File: config.mk
export PLATFORM = sky130hd
export DESIGN_NAME = ceeu_top
export DESIGN_NICKNAME = d
export VERILOG_FILES = /design/src/ceeu_pkg.sv /design/src/ceeu_sel_if.sv /design/src/ceeu_prio.sv /design/src/ceeu_top.sv
export SDC_FILE = /design/constraint.sdc
export NUM_CORES = 1
export LEC_CHECK = 0
export BUFFER_PORTS_ARGS = -buffer_cell sky130_fd_sc_hd__buf_2
export CAP_MARGIN = 20
export CORE_AREA = 8 8 203 205
export DETAILED_ROUTE_END_ITERATION = 8
export DIE_AREA = 0 0 211 213
export GPL_TIMING_DRIVEN = 0
export PLACE_DENSITY = 0.73
export SYNTH_ARGS = -nofsm -noshare
export SYNTH_HDL_FRONTEND = slang
export SYNTH_HIERARCHICAL = 1
export SYNTH_SLANG_ARGS = --single-unit
File: constraint.sdc
create_clock -name mclk -period 9.81 [get_ports mclk]
set_input_delay 0.981 -clock mclk [delete_from_list [all_inputs] [get_ports mclk]]
set_output_delay 0.981 -clock mclk [all_outputs]
set_load 0.02 [all_outputs]
File: src/ceeu_pkg.sv
// Constants and event table shared by the exception entry unit.
package ceeu_pkg;

  // Memory-mapped register addresses, P4 view and area 7 view.
  localparam logic [31:0] ADDR_TRAP_IMM = 32'hff000020;
  localparam logic [31:0] ADDR_EXC_CODE = 32'hff000024;
  localparam logic [31:0] ADDR_IRQ_CODE = 32'hff000028;
  localparam logic [31:0] AREA7_MASK    = 32'h1fffffff;

  // Register field widths and reset values.
  localparam int          CODE_W        = 12;
  localparam int          TRAP_W        = 8;
  localparam logic [11:0] EXC_CODE_RST  = 12'h000;
  localparam logic [11:0] IRQ_CODE_RST  = 12'h000;
  localparam logic [7:0]  TRAP_IMM_RST  = 8'h00;

  // Status word bit positions.
  localparam int SR_MD = 30;
  localparam int SR_RB = 29;
  localparam int SR_BL = 28;
  localparam int SR_FD = 15;

  // Vector addresses and offsets.
  localparam logic [31:0] RESET_VECTOR = 32'ha0000000;
  localparam logic [11:0] OFF_GENERAL  = 12'h100;
  localparam logic [11:0] OFF_TLB_MISS = 12'h400;
  localparam logic [11:0] OFF_IRQ      = 12'h600;
  localparam logic [11:0] OFF_NONE     = 12'h000;

  // Event indices, one request line each.
  localparam int NUM_EV   = 23;
  localparam int EV_W     = 5;
  localparam int EV_PWRON = 0;
  localparam int EV_MANRS = 1;
  localparam int EV_DBGRS = 2;
  localparam int EV_UBRKB = 5;
  localparam int EV_TRAP  = 21;
  localparam int EV_UBRKA = 22;

  // Priority level 1 marks the reset class.
  localparam logic [1:0] LVL_RESET = 2'h1;
  localparam logic [1:0] LVL_GEN   = 2'h2;

  // Per-event code, level, order and offset, indexed by event number.
  localparam logic [11:0] EV_CODE [0:NUM_EV-1] = '{
    12'h000, 12'h020, 12'h000, 12'h140, 12'h140, 12'h1e0,
    12'h0e0, 12'h040, 12'h0a0, 12'h180, 12'h1a0, 12'h800,
    12'h820, 12'h0e0, 12'h100, 12'h040, 12'h060, 12'h0a0,
    12'h0c0, 12'h120, 12'h080, 12'h160, 12'h1e0};
  localparam logic [1:0] EV_LVL [0:NUM_EV-1] = '{
    2'h1, 2'h1, 2'h1, 2'h1, 2'h1, 2'h2, 2'h2, 2'h2, 2'h2,
    2'h2, 2'h2, 2'h2, 2'h2, 2'h2, 2'h2, 2'h2, 2'h2, 2'h2,
    2'h2, 2'h2, 2'h2, 2'h2, 2'h2};
  localparam logic [3:0] EV_ORD [0:NUM_EV-1] = '{
    4'h1, 4'h2, 4'h1, 4'h3, 4'h4, 4'h0, 4'h1, 4'h2, 4'h3,
    4'h4, 4'h4, 4'h4, 4'h4, 4'h5, 4'h5, 4'h6, 4'h6, 4'h7,
    4'h7, 4'h8, 4'h9, 4'h4, 4'ha};
  localparam logic [11:0] EV_OFF [0:NUM_EV-1] = '{
    12'h000, 12'h000, 12'h000, 12'h000, 12'h000, 12'h100,
    12'h100, 12'h400, 12'h100, 12'h100, 12'h100, 12'h100,
    12'h100, 12'h100, 12'h100, 12'h400, 12'h400, 12'h100,
    12'h100, 12'h100, 12'h100, 12'h100, 12'h100};

  // Entry sequence states, Gray coded from ST_IDLE to ST_JUMP; the return to ST_IDLE flips both bits.
  typedef enum logic [1:0] {
    ST_IDLE = 2'b00,
    ST_SAVE = 2'b01,
    ST_JUMP = 2'b11
  } ceeu_state_t;

endpackage

File: src/ceeu_sel_if.sv
// Carrier between the entry sequencer and the event priority picker.
`timescale 1ns/100ps
`default_nettype none
interface ceeu_sel_if;
  import ceeu_pkg::*;
  logic [NUM_EV-1:0] req;
  logic              valid;
  logic [EV_W-1:0]   idx;
  logic [11:0]       code;
  logic [11:0]       offset;
  logic              is_reset;

  modport prio
  (
    input  req,
    output valid,
    output idx,
    output code,
    output offset,
    output is_reset
  );
  modport core
  (
    output req,
    input  valid,
    input  idx,
    input  code,
    input  offset,
    input  is_reset
  );
endinterface
`default_nettype wire

File: src/ceeu_prio.sv
// Picks the winning exception among simultaneous requests.
`timescale 1ns/100ps
`default_nettype none
module ceeu_prio
(
  ceeu_sel_if.prio sel
);
  import ceeu_pkg::*;

  logic [5:0] key [0:NUM_EV-1];

  // Rank key per entry; idle lines get the worst key.
  genvar gi;
  generate
    for (gi = 0; gi < NUM_EV; gi = gi + 1)
    begin : g_key
      assign key[gi] = sel.req[gi] ? {EV_LVL[gi], EV_ORD[gi]}
                                   : 6'h3f;
    end
  endgenerate

  // Lowest level, then lowest order; ties go to the lower index.
  always_comb
  begin
    logic [5:0] best;
    best         = 6'h3f;
    sel.valid    = 1'b0;
    sel.idx      = '0;
    sel.code     = 12'h000;
    sel.offset   = 12'h000;
    sel.is_reset = 1'b0;
    for (int i = 0; i < NUM_EV; i++)
    begin
      if (sel.req[i] && key[i] < best)
      begin
        best         = key[i];
        sel.valid    = 1'b1;
        sel.idx      = EV_W'(i);
        sel.code     = EV_CODE[i];
        sel.offset   = EV_OFF[i];
        sel.is_reset = (EV_LVL[i] == LVL_RESET);
      end
    end
  end
endmodule
`default_nettype wire

File: src/ceeu_top.sv
// Exception entry unit: event capture, context save and vector select.
`timescale 1ns/100ps
`default_nettype none
module ceeu_top
(
  input  wire logic                        mclk,
  input  wire logic                        reset,
  // Exception requests, held by the source until entry_taken.
  input  wire logic [ceeu_pkg::NUM_EV-1:0] event_req,
  input  wire logic                        irq_req,
  input  wire logic [11:0]                 irq_code,
  input  wire logic [7:0]                  trap_imm,
  input  wire logic                        ubrk_use_debug_base,
  // Core context seen at the moment of entry.
  input  wire logic [31:0]                 pc,
  input  wire logic [31:0]                 status_word,
  input  wire logic [31:0]                 gpr15,
  input  wire logic [31:0]                 vector_base,
  input  wire logic [31:0]                 debug_base,
  input  wire logic                        return_from_exception,
  // Memory-mapped register port.
  input  wire logic                        reg_req,
  input  wire logic                        reg_write,
  input  wire logic [31:0]                 reg_addr,
  input  wire logic [31:0]                 reg_wdata,
  output logic                             reg_ack,
  output logic [31:0]                      reg_rdata,
  // Entry results toward the pipeline.
  output logic                             entry_taken,
  output logic                             entry_is_irq,
  output logic [ceeu_pkg::EV_W-1:0]        entry_event,
  output logic [31:0]                      saved_pc,
  output logic [31:0]                      saved_status,
  output logic [31:0]                      saved_r15,
  output logic                             status_load,
  output logic [31:0]                      status_next,
  output logic                             branch_valid,
  output logic [31:0]                      branch_addr,
  output logic                             restore_valid,
  output logic [31:0]                      restore_pc,
  output logic [31:0]                      restore_status
);
  import ceeu_pkg::*;

  ceeu_state_t       state;
  ceeu_state_t       next_state;
  ceeu_sel_if        sel ();

  logic              pend_irq;
  logic              pend_reset;
  logic              pend_trap;
  logic [EV_W-1:0]   pend_idx;
  logic [11:0]       pend_code;
  logic [31:0]       pend_vector;
  logic [31:0]       next_vector;
  logic              irq_ok;
  logic              start;

  logic [11:0]       exc_code;
  logic [11:0]       irq_code_r;
  logic [7:0]        trap_cap;

  logic              addr_trap;
  logic              addr_exc;
  logic              addr_irq;
  logic              sw_wr;

  // The picker sees the raw request lines.
  assign sel.req = event_req;

  ceeu_prio u_prio
  (
    .sel (sel)
  );

  // Interrupts wait while the block bit is set or an exception is
  // pending; exceptions always outrank them.
  assign irq_ok = irq_req && !status_word[SR_BL] && !sel.valid;
  assign start  = (state == ST_IDLE) && (sel.valid || irq_ok);

  // Vector for the winning event, worked out before the latch.
  always_comb
  begin
    if (!sel.valid)
      next_vector = vector_base + {20'h00000, OFF_IRQ};
    else if (sel.is_reset)
      next_vector = RESET_VECTOR;
    else if ((sel.idx == EV_W'(EV_UBRKB) ||
              sel.idx == EV_W'(EV_UBRKA)) && ubrk_use_debug_base)
      next_vector = debug_base;
    else
      next_vector = vector_base + {20'h00000, sel.offset};
  end

  // Entry sequence: latch, save, branch.
  always_comb
  begin
    case (state)
      ST_IDLE:
        next_state = start ? ST_SAVE : ST_IDLE;
      ST_SAVE:
        next_state = ST_JUMP;
      ST_JUMP:
        next_state = ST_IDLE;
      default:
        next_state = ST_IDLE;
    endcase
  end

  always_ff @(posedge mclk or posedge reset)
  begin
    if (reset)
      state <= ST_IDLE;
    else
      state <= next_state;
  end

  // Winning event held for the rest of the sequence; the sources
  // may drop their request once entry_taken is seen.
  always_ff @(posedge mclk or posedge reset)
  begin
    if (reset)
    begin
      pend_irq    <= 1'b0;
      pend_reset  <= 1'b0;
      pend_trap   <= 1'b0;
      pend_idx    <= '0;
      pend_code   <= 12'h000;
      pend_vector <= 32'h00000000;
    end
    else if (start)
    begin
      pend_irq    <= !sel.valid;
      pend_reset  <= sel.valid && sel.is_reset;
      pend_trap   <= sel.valid && sel.idx == EV_W'(EV_TRAP);
      pend_idx    <= sel.idx;
      pend_code   <= sel.valid ? sel.code : irq_code;
      pend_vector <= next_vector;
    end
  end

  // Context save and forced status bits in the save cycle.
  always_ff @(posedge mclk or posedge reset)
  begin
    if (reset)
    begin
      saved_pc     <= 32'h00000000;
      saved_status <= 32'h00000000;
      saved_r15    <= 32'h00000000;
      status_next  <= 32'h00000000;
      status_load  <= 1'b0;
      entry_taken  <= 1'b0;
      entry_is_irq <= 1'b0;
      entry_event  <= '0;
    end
    else
    begin
      status_load <= 1'b0;
      entry_taken <= 1'b0;
      if (state == ST_SAVE)
      begin
        saved_pc            <= pc;
        saved_status        <= status_word;
        saved_r15           <= gpr15;
        status_next         <= status_word;
        status_next[SR_BL]  <= 1'b1;
        status_next[SR_MD]  <= 1'b1;
        status_next[SR_RB]  <= 1'b1;
        // The FPU stays as software left it unless this is a reset.
        status_next[SR_FD]  <= pend_reset ? 1'b0
                                          : status_word[SR_FD];
        status_load         <= 1'b1;
        entry_taken         <= 1'b1;
        entry_is_irq        <= pend_irq;
        entry_event         <= pend_idx;
      end
    end
  end

  // Branch is issued one cycle after the code register is written,
  // so a handler that reads the code sees the new value.
  always_ff @(posedge mclk or posedge reset)
  begin
    if (reset)
    begin
      branch_valid <= 1'b0;
      branch_addr  <= 32'h00000000;
    end
    else
    begin
      branch_valid <= (state == ST_JUMP);
      if (state == ST_JUMP)
        branch_addr <= pend_vector;
    end
  end

  // Return path: saved_r15 is deliberately not handed back.
  always_ff @(posedge mclk or posedge reset)
  begin
    if (reset)
    begin
      restore_valid  <= 1'b0;
      restore_pc     <= 32'h00000000;
      restore_status <= 32'h00000000;
    end
    else
    begin
      restore_valid <= 1'b0;
      if (return_from_exception && state == ST_IDLE && !start)
      begin
        restore_valid  <= 1'b1;
        restore_pc     <= saved_pc;
        restore_status <= saved_status;
      end
    end
  end

  // Register decode; the area 7 alias maps onto the same words.
  assign addr_trap = (reg_addr & AREA7_MASK) == (ADDR_TRAP_IMM & AREA7_MASK);
  assign addr_exc  = (reg_addr & AREA7_MASK) == (ADDR_EXC_CODE & AREA7_MASK);
  assign addr_irq  = (reg_addr & AREA7_MASK) == (ADDR_IRQ_CODE & AREA7_MASK);
  assign sw_wr     = reg_req && reg_write;

  // Exception code register; a hardware load in the same cycle as
  // a software write wins, so the event is never lost.
  always_ff @(posedge mclk or posedge reset)
  begin
    if (reset)
      exc_code <= EXC_CODE_RST;
    else if (state == ST_SAVE && !pend_irq)
      exc_code <= pend_code;
    else if (sw_wr && addr_exc)
      exc_code <= reg_wdata[CODE_W-1:0];
  end

  // Interrupt code register, same precedence.
  always_ff @(posedge mclk or posedge reset)
  begin
    if (reset)
      irq_code_r <= IRQ_CODE_RST;
    else if (state == ST_SAVE && pend_irq)
      irq_code_r <= pend_code;
    else if (sw_wr && addr_irq)
      irq_code_r <= reg_wdata[CODE_W-1:0];
  end

  // Trap immediate; the operand is taken in the save cycle, when
  // the trapping instruction still presents it.
  always_ff @(posedge mclk or posedge reset)
  begin
    if (reset)
      trap_cap <= TRAP_IMM_RST;
    else if (state == ST_SAVE && pend_trap)
      trap_cap <= trap_imm;
    else if (sw_wr && addr_trap)
      trap_cap <= reg_wdata[TRAP_W-1:0];
  end

  // Read data one cycle after the request; unmapped reads give zero.
  always_ff @(posedge mclk or posedge reset)
  begin
    if (reset)
    begin
      reg_ack   <= 1'b0;
      reg_rdata <= 32'h00000000;
    end
    else
    begin
      reg_ack <= reg_req;
      if (reg_req && !reg_write)
      begin
        if (addr_exc)
          reg_rdata <= {20'h00000, exc_code};
        else if (addr_irq)
          reg_rdata <= {20'h00000, irq_code_r};
        else if (addr_trap)
          reg_rdata <= {24'h000000, trap_cap};
        else
          reg_rdata <= 32'h00000000;
      end
    end
  end

endmodule
`default_nettype wire

==> results.yml, run 1 <==
run_status:
  status: "finished, violations left"
  violations: "setup timing"
timing:
  fin_ws_ns: -7.27
  finalMaxSlewViolations: 0
  finalCritPeriodShare: 1.74
  fmax_mhz: 58.5
  skew_ns: 0.0250
  finalSetupTns_ns: -813.36
  fin_crit_ns: 17.08
  rsz0062_at_grt: "true"
  setup_viol: 118
  hold_viol: 0
  worst_pin_slew_ns: 0.962
  slew_headroom: 0.355
grt:
  grt_overflow: 0
  grt_pass1_wl_um: 99300
  grt_pass1_vias: 17000
  grt_max_degree: 125
  track_usage: 0.281
  antenna_found_initial: 12
yosys:
  synth_edf_count: 0
  synth_area_sq_mm: 0.0167
  synth_area_leader_cell: "dfrtp_1"
  ys_top_cells_by_area: "dfrtp_1 (45%), nand2_1 (14%), buf_4 (3.1%), ha_1 (3.0%), mux2i_1 (2.9%)"
  synth_top_area_frac: 0.452
  synth_cell_types: 101
  synth.most_common_cell: "nand2_1"
  synth-async-reset-ratio: 1.00
  synth_flop_cell: "dfrtp_1"
  synthSimpleGateAreaFrac: 0.230
  ys_seq_area_frac: 0.452
  synth_xor_area_frac: 0.0216
  yosys.area_share.adder: 0.0313
  syn_inst: 1907
  synth_seq_cells: 301
  synth_top_family_by_area: "simple AND/OR/NAND/NOR gates"
  synth_commonest_cells: "nand2_1 (608), dfrtp_1 (301), o21ai_0 (91), nor2_1 (90), a21oi_1 (83)"
  ys_warn_count: 6
  synth_compound_gate_area_share: 0.143
  synth.avg_cell_area_sq_um: 8.73
  synthMuxAreaShare: 0.0559
floorplan:
  start_util: 0.437
  rows: 72
  ios: 541
  die_area_sq_mm: 0.0449
  die_w_um: 211
  core-area_sq_mm: 0.0381
  die-height_um: 213
flow_run:
  maxCapViolations: 0
worst_hold_path:
  hp-class: "reg2reg"
worst_setup_path:
  endpoint_kind: "flip-flop"
  rrSetupSlack_ns: 6.95
  critPathMaxStageDelay_ns: 0.47
  path_max_fanout: 6
  arrival_ns: 17.54
  crit_path_top_delay_cell: "or4b_4"
  critical_path_class: "in2reg"
  critPathLaunchType: "input pin"
  crit_path_frequent_cell: "or3_4"
  cp.buffers_inverters: 14
  path_delay_family: "simple AND/OR/NAND/NOR gates"
  worstPathRequired_ns: 10.26
placed_design:
  dp_hpwl_um: 50200
  place_congestion: 0.946
  place_ws_ns: -10.93
  portBuffers: 488
route:
  drt_iter0_markers: 1514
  routed_wl_um: 69000
  drcViolationCount: 0
  vias: 17400
  via_per_inst: 5.48
  post_drt_wl_per_cell_um: 21.8
  first_pass_iters: 6
  antenna_left: 0
cts:
  worst_skew_pair.late_latency_ns: 0.51
  clockBufferDepth: 3
  cts-root-buf: "clkbuf_16"
  cts_sinks: 301
  clk_pin_slew_ns: 0.06
  cts_made_buffers: 35
  h-tree-depth: 2
  cts_tree: "built"
pwr:
  powerDensity_mw_per_mm2: 262
  total_leakage_power_nw: 12.5
  irDropWorstVdd_mv: 0.174
final_layout:
  nets: 2941
  drive_above_1_share: 0.418
  synthToLayoutAreaGrowth_pct: 46.7
flip-flops by register name, indices dropped and copies added (netlist names), 2 cells and up:
signal	count
saved_pc	32
branch_addr	32
saved_r15	32
entry_event	5
state	2
irq_code_r	12
restore_status	32
status_next	2
pend_vector	32
exc_code	12
restore_pc	32
saved_status	32
pend_code	12
trap_cap	8
pend_idx	5
reg_rdata	12
kinds of logic (layout without fill, tap and decap cells):
group,after synthesis,in the layout
muxes,88,88
adders and majority gates,41,41
xor gates and xnor gates,41,41
buffers and inverters,202,901
AOI/OAI and AO/OA,356,356
and+or+nand+nor,876,877
other,2,45
DFF,301,301
final cells by class:
class,instances,area (sq um)
inverters,42,170
well taps,518,648
fillers,3104,13700
diodes,8,20.0
clock buffers,47,1000
plain buffers,154,1370
repair buffers,652,4030
flip-flops and latches,301,7530
multi-input cells,1440,9580
clock inverters,6,86.3
path summary, 6_finish.rpt:
kind	depth (start not counted)	end	start
max	99	pend_vector[13]$_DFFE_PP0P_	event_req[1]
min	2	saved_r15[13]$_DFFE_PP0P_	saved_r15[13]$_DFFE_PP0P_
max reg2reg	8	trap_cap[7]$_DFFE_PP0P_	state[1]$_DFF_PP0_
min reg2reg	2	saved_r15[13]$_DFFE_PP0P_	saved_r15[13]$_DFFE_PP0P_
max in group asynchronous	3	branch_addr[4]$_DFFE_PP0P_	reset
min in group asynchronous	2	saved_pc[13]$_DFFE_PP0P_	reset
per-stage QoR:
stage / hold WS, ns / cell area (sq um) / util / power, mW / std cells
after global routing: 0.487 / 24400 / 0.641 / 6.74 / 3166
after floorplan: 0.439 / 17300 / - / 3.77 / 1942
after CTS: 0.467 / 23300 / 0.612 / 6.27 / 3108
after global placement: 0.452 / 20400 / 0.536 / 4.81 / 2948
final: 0.467 / 24400 / 0.641 / 6.40 / 3168
after detailed placement: 0.457 / 20500 / 0.538 / 4.88 / 2950
power breakdown:
part	internal (mW)	leakage, nW	switching (mW)
combinational	1.08	8.13	1.88
sequential	1.78	3.80	0.401
clock	0.760	0.534	0.502
total	3.62	12.5	2.78
routing by layer:
layer	part of all wire	track usage	routed length (um)
met1	0.38	0.337	26100
met2	0.50	0.492	34600
met3	0.079	0.0567	5480
met4	0.041	0.106	2820
met5	0.00039	0	27
cell usage in the layout, fill, tap and decap left out, drive strengths merged, types with 5 or more instances in the layout:
| cell type | n |
|---|---|
| dfrtp | 301 |
| a211oi | 18 |
| buf | 743 |
| and3 | 10 |
| xnor2 | 20 |
| a221oi | 6 |
| conb | 37 |
| o21ai | 115 |
| o211ai | 15 |
| mux2 | 40 |
| nand3 | 31 |
| or3 | 19 |
| nor2b | 7 |
| mux2i | 48 |
| or2 | 8 |
| nor3b | 12 |
| nor4b | 5 |
| o21a | 9 |
| nor2 | 93 |
| nor4 | 9 |
| ha | 40 |
| inv | 41 |
| a21o | 13 |
| a22oi | 14 |
| a31oi | 13 |
| nand4 | 20 |
| xor2 | 21 |
| a21oi | 84 |
| nand2b | 18 |
| clkbuf | 110 |
| nand2 | 609 |
| diode | 8 |
| o31ai | 10 |
| a222oi | 5 |
| nor3 | 21 |
worst register-to-register path, cell delays in order, from the launching register on:
cell	delay, ns
dfrtp_1	0.57
nand2b_1	0.17
clkbuf_1	0.49
clkinv_1	0.28
nand2_1	0.54
o31ai_2	0.29
buf_2	0.25
nor2_1	0.10
a21oi_1	0.04
repair_timing:
action | 4_1_cts | 5_1_grt
hold buffers | 0 | 0
gates resized for setup | 212 | 160
setup buffers | 103 | 47
gates cloned | 3 | 11
hold endpoints to repair | 0 | 0
pin swaps | 89 | 75
setup endpoints to repair | 118 | 118
No activity file was read; power rests on OpenSTA's default activity.
==> inputs of run 2 (changes only) <==
Settings changed: BUFFER_PORTS_ARGS -buffer_cell sky130_fd_sc_hd__buf_2 to -buffer_cell sky130_fd_sc_hd__clkbuf_2, CORE_AREA 8 8 203 205 to 8 8 205 207, DIE_AREA 0 0 211 213 to 0 0 213 215, PLACE_DENSITY 0.73 to 0.69.
Clock period 9.81 ns to 19.5 ns, I/O delays scaled along.
==> run 2 against run 1 <==
The run now ends clean. Via count fell by 5.6%. First-iteration DRC count fell by 30%. Largest cell class unchanged. Count of clock-buffer cells in the layout rose by 4. Sequential share of layout area rose by 2.9 points.
==> results.yml, run 2 (synthesis results as in run 1) <==
placed_design:
  dp_hpwl_um: 49700
  portBuffers: 488
  dpl-instance-area_sq_mm: 0.0200
  place_ws_ns: -3.81
  place_congestion: 0.952
pwr:
  intPower_mw: 1.76
  p_sw_mw: 1.36
  p_clk_frac: 0.219
  pwr-share-seq: 0.352
  total_leakage_power_nw: 11.6
  irDropWorstVdd_mv: 0.0834
  switching_share: 0.436
  powerDensity_mw_per_mm2: 140
  combPwrFrac: 0.429
timing:
  skew_ns: 0.0147
  fmax_mhz: 53.0
  setup_viol: 0
  worst_pin_slew_ns: 0.889
  hold_viol: 0
  fin_crit_ns: 18.85
  finalCritPeriodShare: 0.967
  finalSetupTns_ns: 0
  slew_headroom: 0.401
  fin_ws_ns: 0.646
  finalMaxSlewViolations: 0
cts:
  clockBufferDepth: 3
  h-tree-depth: 2
  cts_sinks: 301
  cts_tree: "built"
  cts-root-buf: "clkbuf_16"
  worst_skew_pair.late_latency_ns: 0.54
  cts_made_buffers: 36
  clk_pin_slew_ns: 0.05
worst_setup_path:
  critPathLaunchType: "input pin"
  arrival_ns: 19.25
  critical_path_class: "in2reg"
  rrSetupSlack_ns: 16.72
  endpoint_kind: "flip-flop"
  r2r_cells: 8
  cp.buffers_inverters: 13
  critPathMaxStageDelay_ns: 0.43
  worstPathRequired_ns: 19.89
  path_delay_family: "simple AND/OR/NAND/NOR gates"
  reg2reg_from: "state[1]$_DFF_PP0_"
  path_max_fanout: 10
  crit_path_top_delay_cell: "or3_4"
  rr_endpoint: "trap_cap[0]$_DFFE_PP0P_"
  crit_path_frequent_cell: "ha_1"
grt:
  grt_pass1_wl_um: 95700
  grt_overflow: 0
  antenna_found_initial: 7
  grt_max_degree: 134
  track_usage: 0.266
  grt_pass1_vias: 16400
route:
  vias: 16400
  via_per_inst: 5.30
  antenna_left: 0
  drcViolationCount: 0
  routed_wl_um: 63600
  post_drt_wl_per_cell_um: 20.6
  drt_iter0_markers: 1060
  first_pass_iters: 8
floorplan:
  die-height_um: 215
  core-area_sq_mm: 0.0390
  ios: 541
  die_w_um: 213
  start_util: 0.427
  die_area_sq_mm: 0.0458
  rows: 73
final_layout:
  drive_above_1_share: 0.345
  final_cell_mix: "nand2_1 (602), clkbuf_2 (496), dfrtp_1 (301)"
  layout_commonest_cell: "nand2_1"
  finalInstanceArea_sq_mm: 0.0223
  synthToLayoutAreaGrowth_pct: 34.0
  nets: 2852
worst_hold_path:
  hold_end: "restore_pc[29]$_DFFE_PP0P_"
  hp-class: "reg2reg"
  worstHoldStart: "restore_pc[29]$_DFFE_PP0P_"
  whs_path_depth: 2
run_status:
  status: "finished clean"
flow_run:
  maxCapViolations: 0
## run 2: cell count changes in the layout (fill, tap and decap cells not counted), sizes merged
cell / delta
inv: +1
diode: -4
nor2: -1
clkinvlp: -1
clkinv: +4
clkbuf: +489
buf: -575
bufinv: +2
clkdlybuf4s15: +1
## run 2: final cells by class
type	count	area (sq um)
Sequential cell	301	7530
Antenna cell	4	10.0
Inverter	42	165
Clock buffer	51	1010
Multi-Input combinational cell	1439	8770
Tap cell	525	657
Fill cell	3633	16700
Clock inverter	12	183
Timing Repair Buffer	561	3030
Buffer	156	958
## run 2: worst max-delay path by stage
stage                       from                        endpoint  slack, ns  cells past startpoint
finish              event_req[0]     pend_vector[25]$_DFFE_PP0P_       0.65                     95
global route        event_req[0]     pend_vector[25]$_DFFE_PP0P_      -0.16                    102
CTS                 event_req[0]  restore_status[16]$_DFFE_PP0P_       0.02                     99
detailed placement  event_req[0]     pend_vector[20]$_DFFE_PP0P_      -3.81                     97
global placement    event_req[0]     pend_vector[26]$_DFFE_PP0P_      -3.75                    100
floorplan           event_req[0]     pend_vector[15]$_DFFE_PP0P_       0.01                     96
## run 2: routing by layer
layer | GRT usage | up-vias | wire length [um]
li1 | - | 7687 | -
met1 | 0.318 | 7913 | 24700
met2 | 0.456 | 660 | 31500
met3 | 0.0687 | 122 | 5370
met4 | 0.0939 | 6 | 1980
met5 | 0 | - | 41
## run 2: metrics by stage
step | power (mW) | hold WS, ns | utilization | std cells
global route | 3.31 | 0.493 | 0.572 | 3090
global placement | 2.40 | 0.456 | 0.512 | 2955
detailed placement | 2.43 | 0.461 | 0.514 | 2957
floorplan | 1.88 | 0.439 | - | 1942
CTS | 3.14 | 0.477 | 0.560 | 3054
finish | 3.12 | 0.471 | 0.572 | 3091
## run 2: timing repair
| action | CTS | global route |
|---|---|---|
| gates resized for setup | 81 | 55 |
| buffers inserted | 37 | 34 |
| setup endpoints to repair | 118 | 118 |
| pin swaps | 30 | 45 |
| hold buffers | 0 | 0 |
## run 2: power groups by stage
stage          sequential [mW]  combinational, mW  clock, mW
4_1_cts                   1.10               1.35      0.699
6_report                  1.10               1.34      0.683
3_5_place_dp              1.11               1.33          0
5_1_grt                   1.13               1.45      0.724
3_3_place_gp              1.10               1.30          0
2_1_floorplan             1.29              0.582          0
## run 2: worst reg2reg max path: stages (launching register included)
cell,delay [ns]
dfrtp_1,0.60
nand2b_1,0.16
clkbuf_1,0.40
clkinv_1,0.24
nand2_1,0.53
o31ai_2,0.30
buf_2,0.27
nor2_1,0.11
a21oi_1,0.05
==> inputs of run 3 (changes only) <==
Settings changed: CELL_PAD_IN_SITES_DETAIL_PLACEMENT set to 0, CELL_PAD_IN_SITES_GLOBAL_PLACEMENT set to 1, CORE_AREA 8 8 205 207 to not set, CORE_UTILIZATION set to 38, DIE_AREA 0 0 213 215 to not set, PLACE_DENSITY 0.69 to 0.81.
==> run 3 against run 2 <==
Maximum frequency decreased by 0.49%. Via count decreased by 1.4%. Sequential power about the same. Critical endpoint is now pend_vector[15]$_DFFE_PP0P_. Critical path type unchanged. Final cell count increased by 1.5%. Highest routed layer is now met4. Clock power about the same. Die area decreased by 2.5%.
==> results.yml, run 3 (synthesis results as in run 1) <==
grt:
  track_usage: 0.265
  antenna_found_initial: 2
  grt_pass1_vias: 15700
  grt_pass1_wl_um: 91100
  grt_max_degree: 106
  grt_overflow: 0
cts:
  h-tree-depth: 2
  cts_tree: "built"
  cts_sinks: 301
  cts-root-buf: "clkbuf_16"
  clockBufferDepth: 3
  clk_pin_slew_ns: 0.06
  hold_buffers: 0
  worst_skew_pair.late_latency_ns: 0.54
  cts_made_buffers: 36
worst_setup_path:
  rr_endpoint: "trap_cap[0]$_DFFE_PP0P_"
  critical_path_class: "in2reg"
  reg2reg_from: "state[1]$_DFF_PP0_"
  r2r_cells: 8
  rrSetupSlack_ns: 16.57
  arrival_ns: 19.36
  crit_path_frequent_cell: "buf_4"
  critPathLaunchType: "input pin"
  critPathMaxStageDelay_ns: 0.42
  crit_path_top_delay_cell: "or3_4"
  worstPathRequired_ns: 19.92
  path_max_fanout: 10
  endpoint_kind: "flip-flop"
final_layout:
  drive_above_1_share: 0.349
  nets: 2840
  fillers: 4192
  final_cells: 3137
  layout_commonest_cell: "nand2_1"
  synthToLayoutAreaGrowth_pct: 34.3
  multi_input_area_sq_mm: 0.00881
  final_cell_mix: "nand2_1 (602), clkbuf_2 (501), dfrtp_1 (301)"
  seq_area_sq_mm: 0.00753
floorplan:
  start_util: 0.386
  die_area_sq_mm: 0.0447
  die_w_um: 211
  ios: 541
  die-height_um: 211
  rows: 76
  core-area_sq_mm: 0.0432
timing:
  fin_crit_ns: 18.95
  fmax_mhz: 52.8
  hold_viol: 0
  worst_pin_slew_ns: 0.971
  skew_ns: 0.0122
  setup_viol: 0
  slew_headroom: 0.351
  finalSetupTns_ns: 0
  finalMaxSlewViolations: 0
  finalCritPeriodShare: 0.972
route:
  antenna_left: 0
  drt_iter0_markers: 1152
  first_pass_iters: 5
  routed_wl_um: 61200
  post_drt_wl_per_cell_um: 19.5
  drcViolationCount: 0
  via_per_inst: 5.15
  vias: 16200
placed_design:
  dp_hpwl_um: 46700
  place_congestion: 0.915
  portBuffers: 488
  dp.cells: 3017
pwr:
  total_leakage_power_nw: 11.5
  powerDensity_mw_per_mm2: 139
  irDropWorstVdd_mv: 0.0717
worst_hold_path:
  hold_end: "restore_status[11]$_DFFE_PP0P_"
  whs_path_depth: 2
  hp-class: "reg2reg"
  worstHoldStart: "restore_status[11]$_DFFE_PP0P_"
flow_run:
  maxCapViolations: 0
run_status:
  status: "finished clean"
==> run 3: cell types whose count changed in the layout (fill, tap and decap cells not counted), moves of 2 or more <==
cell	previous run	this run
a21oi_2	8	6
a21oi_4	2	5
buf_2	10	13
buf_4	141	128
bufinv_16	4	2
clkbuf_1	62	50
clkbuf_2	496	501
clkbuf_8	5	11
diode_2	4	2
nor2_1	77	73
nor2_2	5	12
nor2_4	10	7
==> run 3: timing repair <==
item	CTS	global route
setup buffers	36	22
gates resized for setup	78	88
pin swaps	20	48
setup endpoints to repair	118	118
==> run 3: final cells by class <==
cell class                 instances  share of cell area
timing repair buffer             548               0.131
multi-input combinational       1439               0.394
clock buffer                      54              0.0482
clock inverter                     9             0.00526
inverter                          42             0.00739
tap                              585              0.0327
sequential                       301               0.337
antenna                            2            0.000224
buffer                           157              0.0438
==> run 3: worst max path at each step <==
stage | from | to | slack, ns | cells past startpoint
after floorplan | event_req[0] | pend_vector[15]$_DFFE_PP0P_ | 0.01 | 96
after global placement | event_req[0] | pend_vector[28]$_DFFE_PP0P_ | -3.79 | 102
after detailed placement | event_req[0] | pend_vector[28]$_DFFE_PP0P_ | -3.72 | 101
after CTS | event_req[0] | pend_vector[25]$_DFFE_PP0P_ | 0.02 | 103
after global routing | event_req[0] | pend_vector[15]$_DFFE_PP0P_ | -0.16 | 105
final | event_req[0] | pend_vector[15]$_DFFE_PP0P_ | 0.55 | 106
==> run 3: stage by stage <==
| step | area (sq um) | hold slack (ns) | power [mW] | worst slack [ns] | utilization |
|---|---|---|---|---|---|
| global placement | 20100 | 0.456 | 2.39 | -3.79 | 0.464 |
| floorplan | 16900 | 0.439 | 1.88 | 0.00986 | - |
| global route | 22400 | 0.498 | 3.30 | -0.158 | 0.518 |
| finish | 22400 | 0.472 | 3.11 | 0.554 | 0.518 |
| CTS | 21900 | 0.477 | 3.13 | 0.0177 | 0.506 |
| detailed placement | 20100 | 0.462 | 2.42 | -3.72 | 0.466 |
==> run 3: power breakdown <==
part | internal [mW] | total, mW | switching (mW)
Combinational | 0.452 | 1.34 | 0.885
Sequential | 0.896 | 1.09 | 0.198
Clock | 0.410 | 0.682 | 0.272
==> run 3: routing by layer <==
layer | GRT usage | share of wire | vias to the layer above | routed length, um
li1 | - | - | 7680 | -
met1 | 0.324 | 0.40 | 7783 | 24600
met2 | 0.454 | 0.49 | 591 | 30000
met3 | 0.0636 | 0.079 | 102 | 4810
met4 | 0.0912 | 0.030 | 0 | 1840
met5 | 0 | 0 | - | 0
==> run 3: critical path: cells and delay by family <==
kind | cells | cell delay [ns]
and+or+nand+nor | 37 | 6.57
adders and majority gates | 14 | 2.76
xor gates and xnor gates | 1 | 0.18
AOI/OAI and AO/OA | 29 | 4.89
buffers and inverters | 25 | 2.93
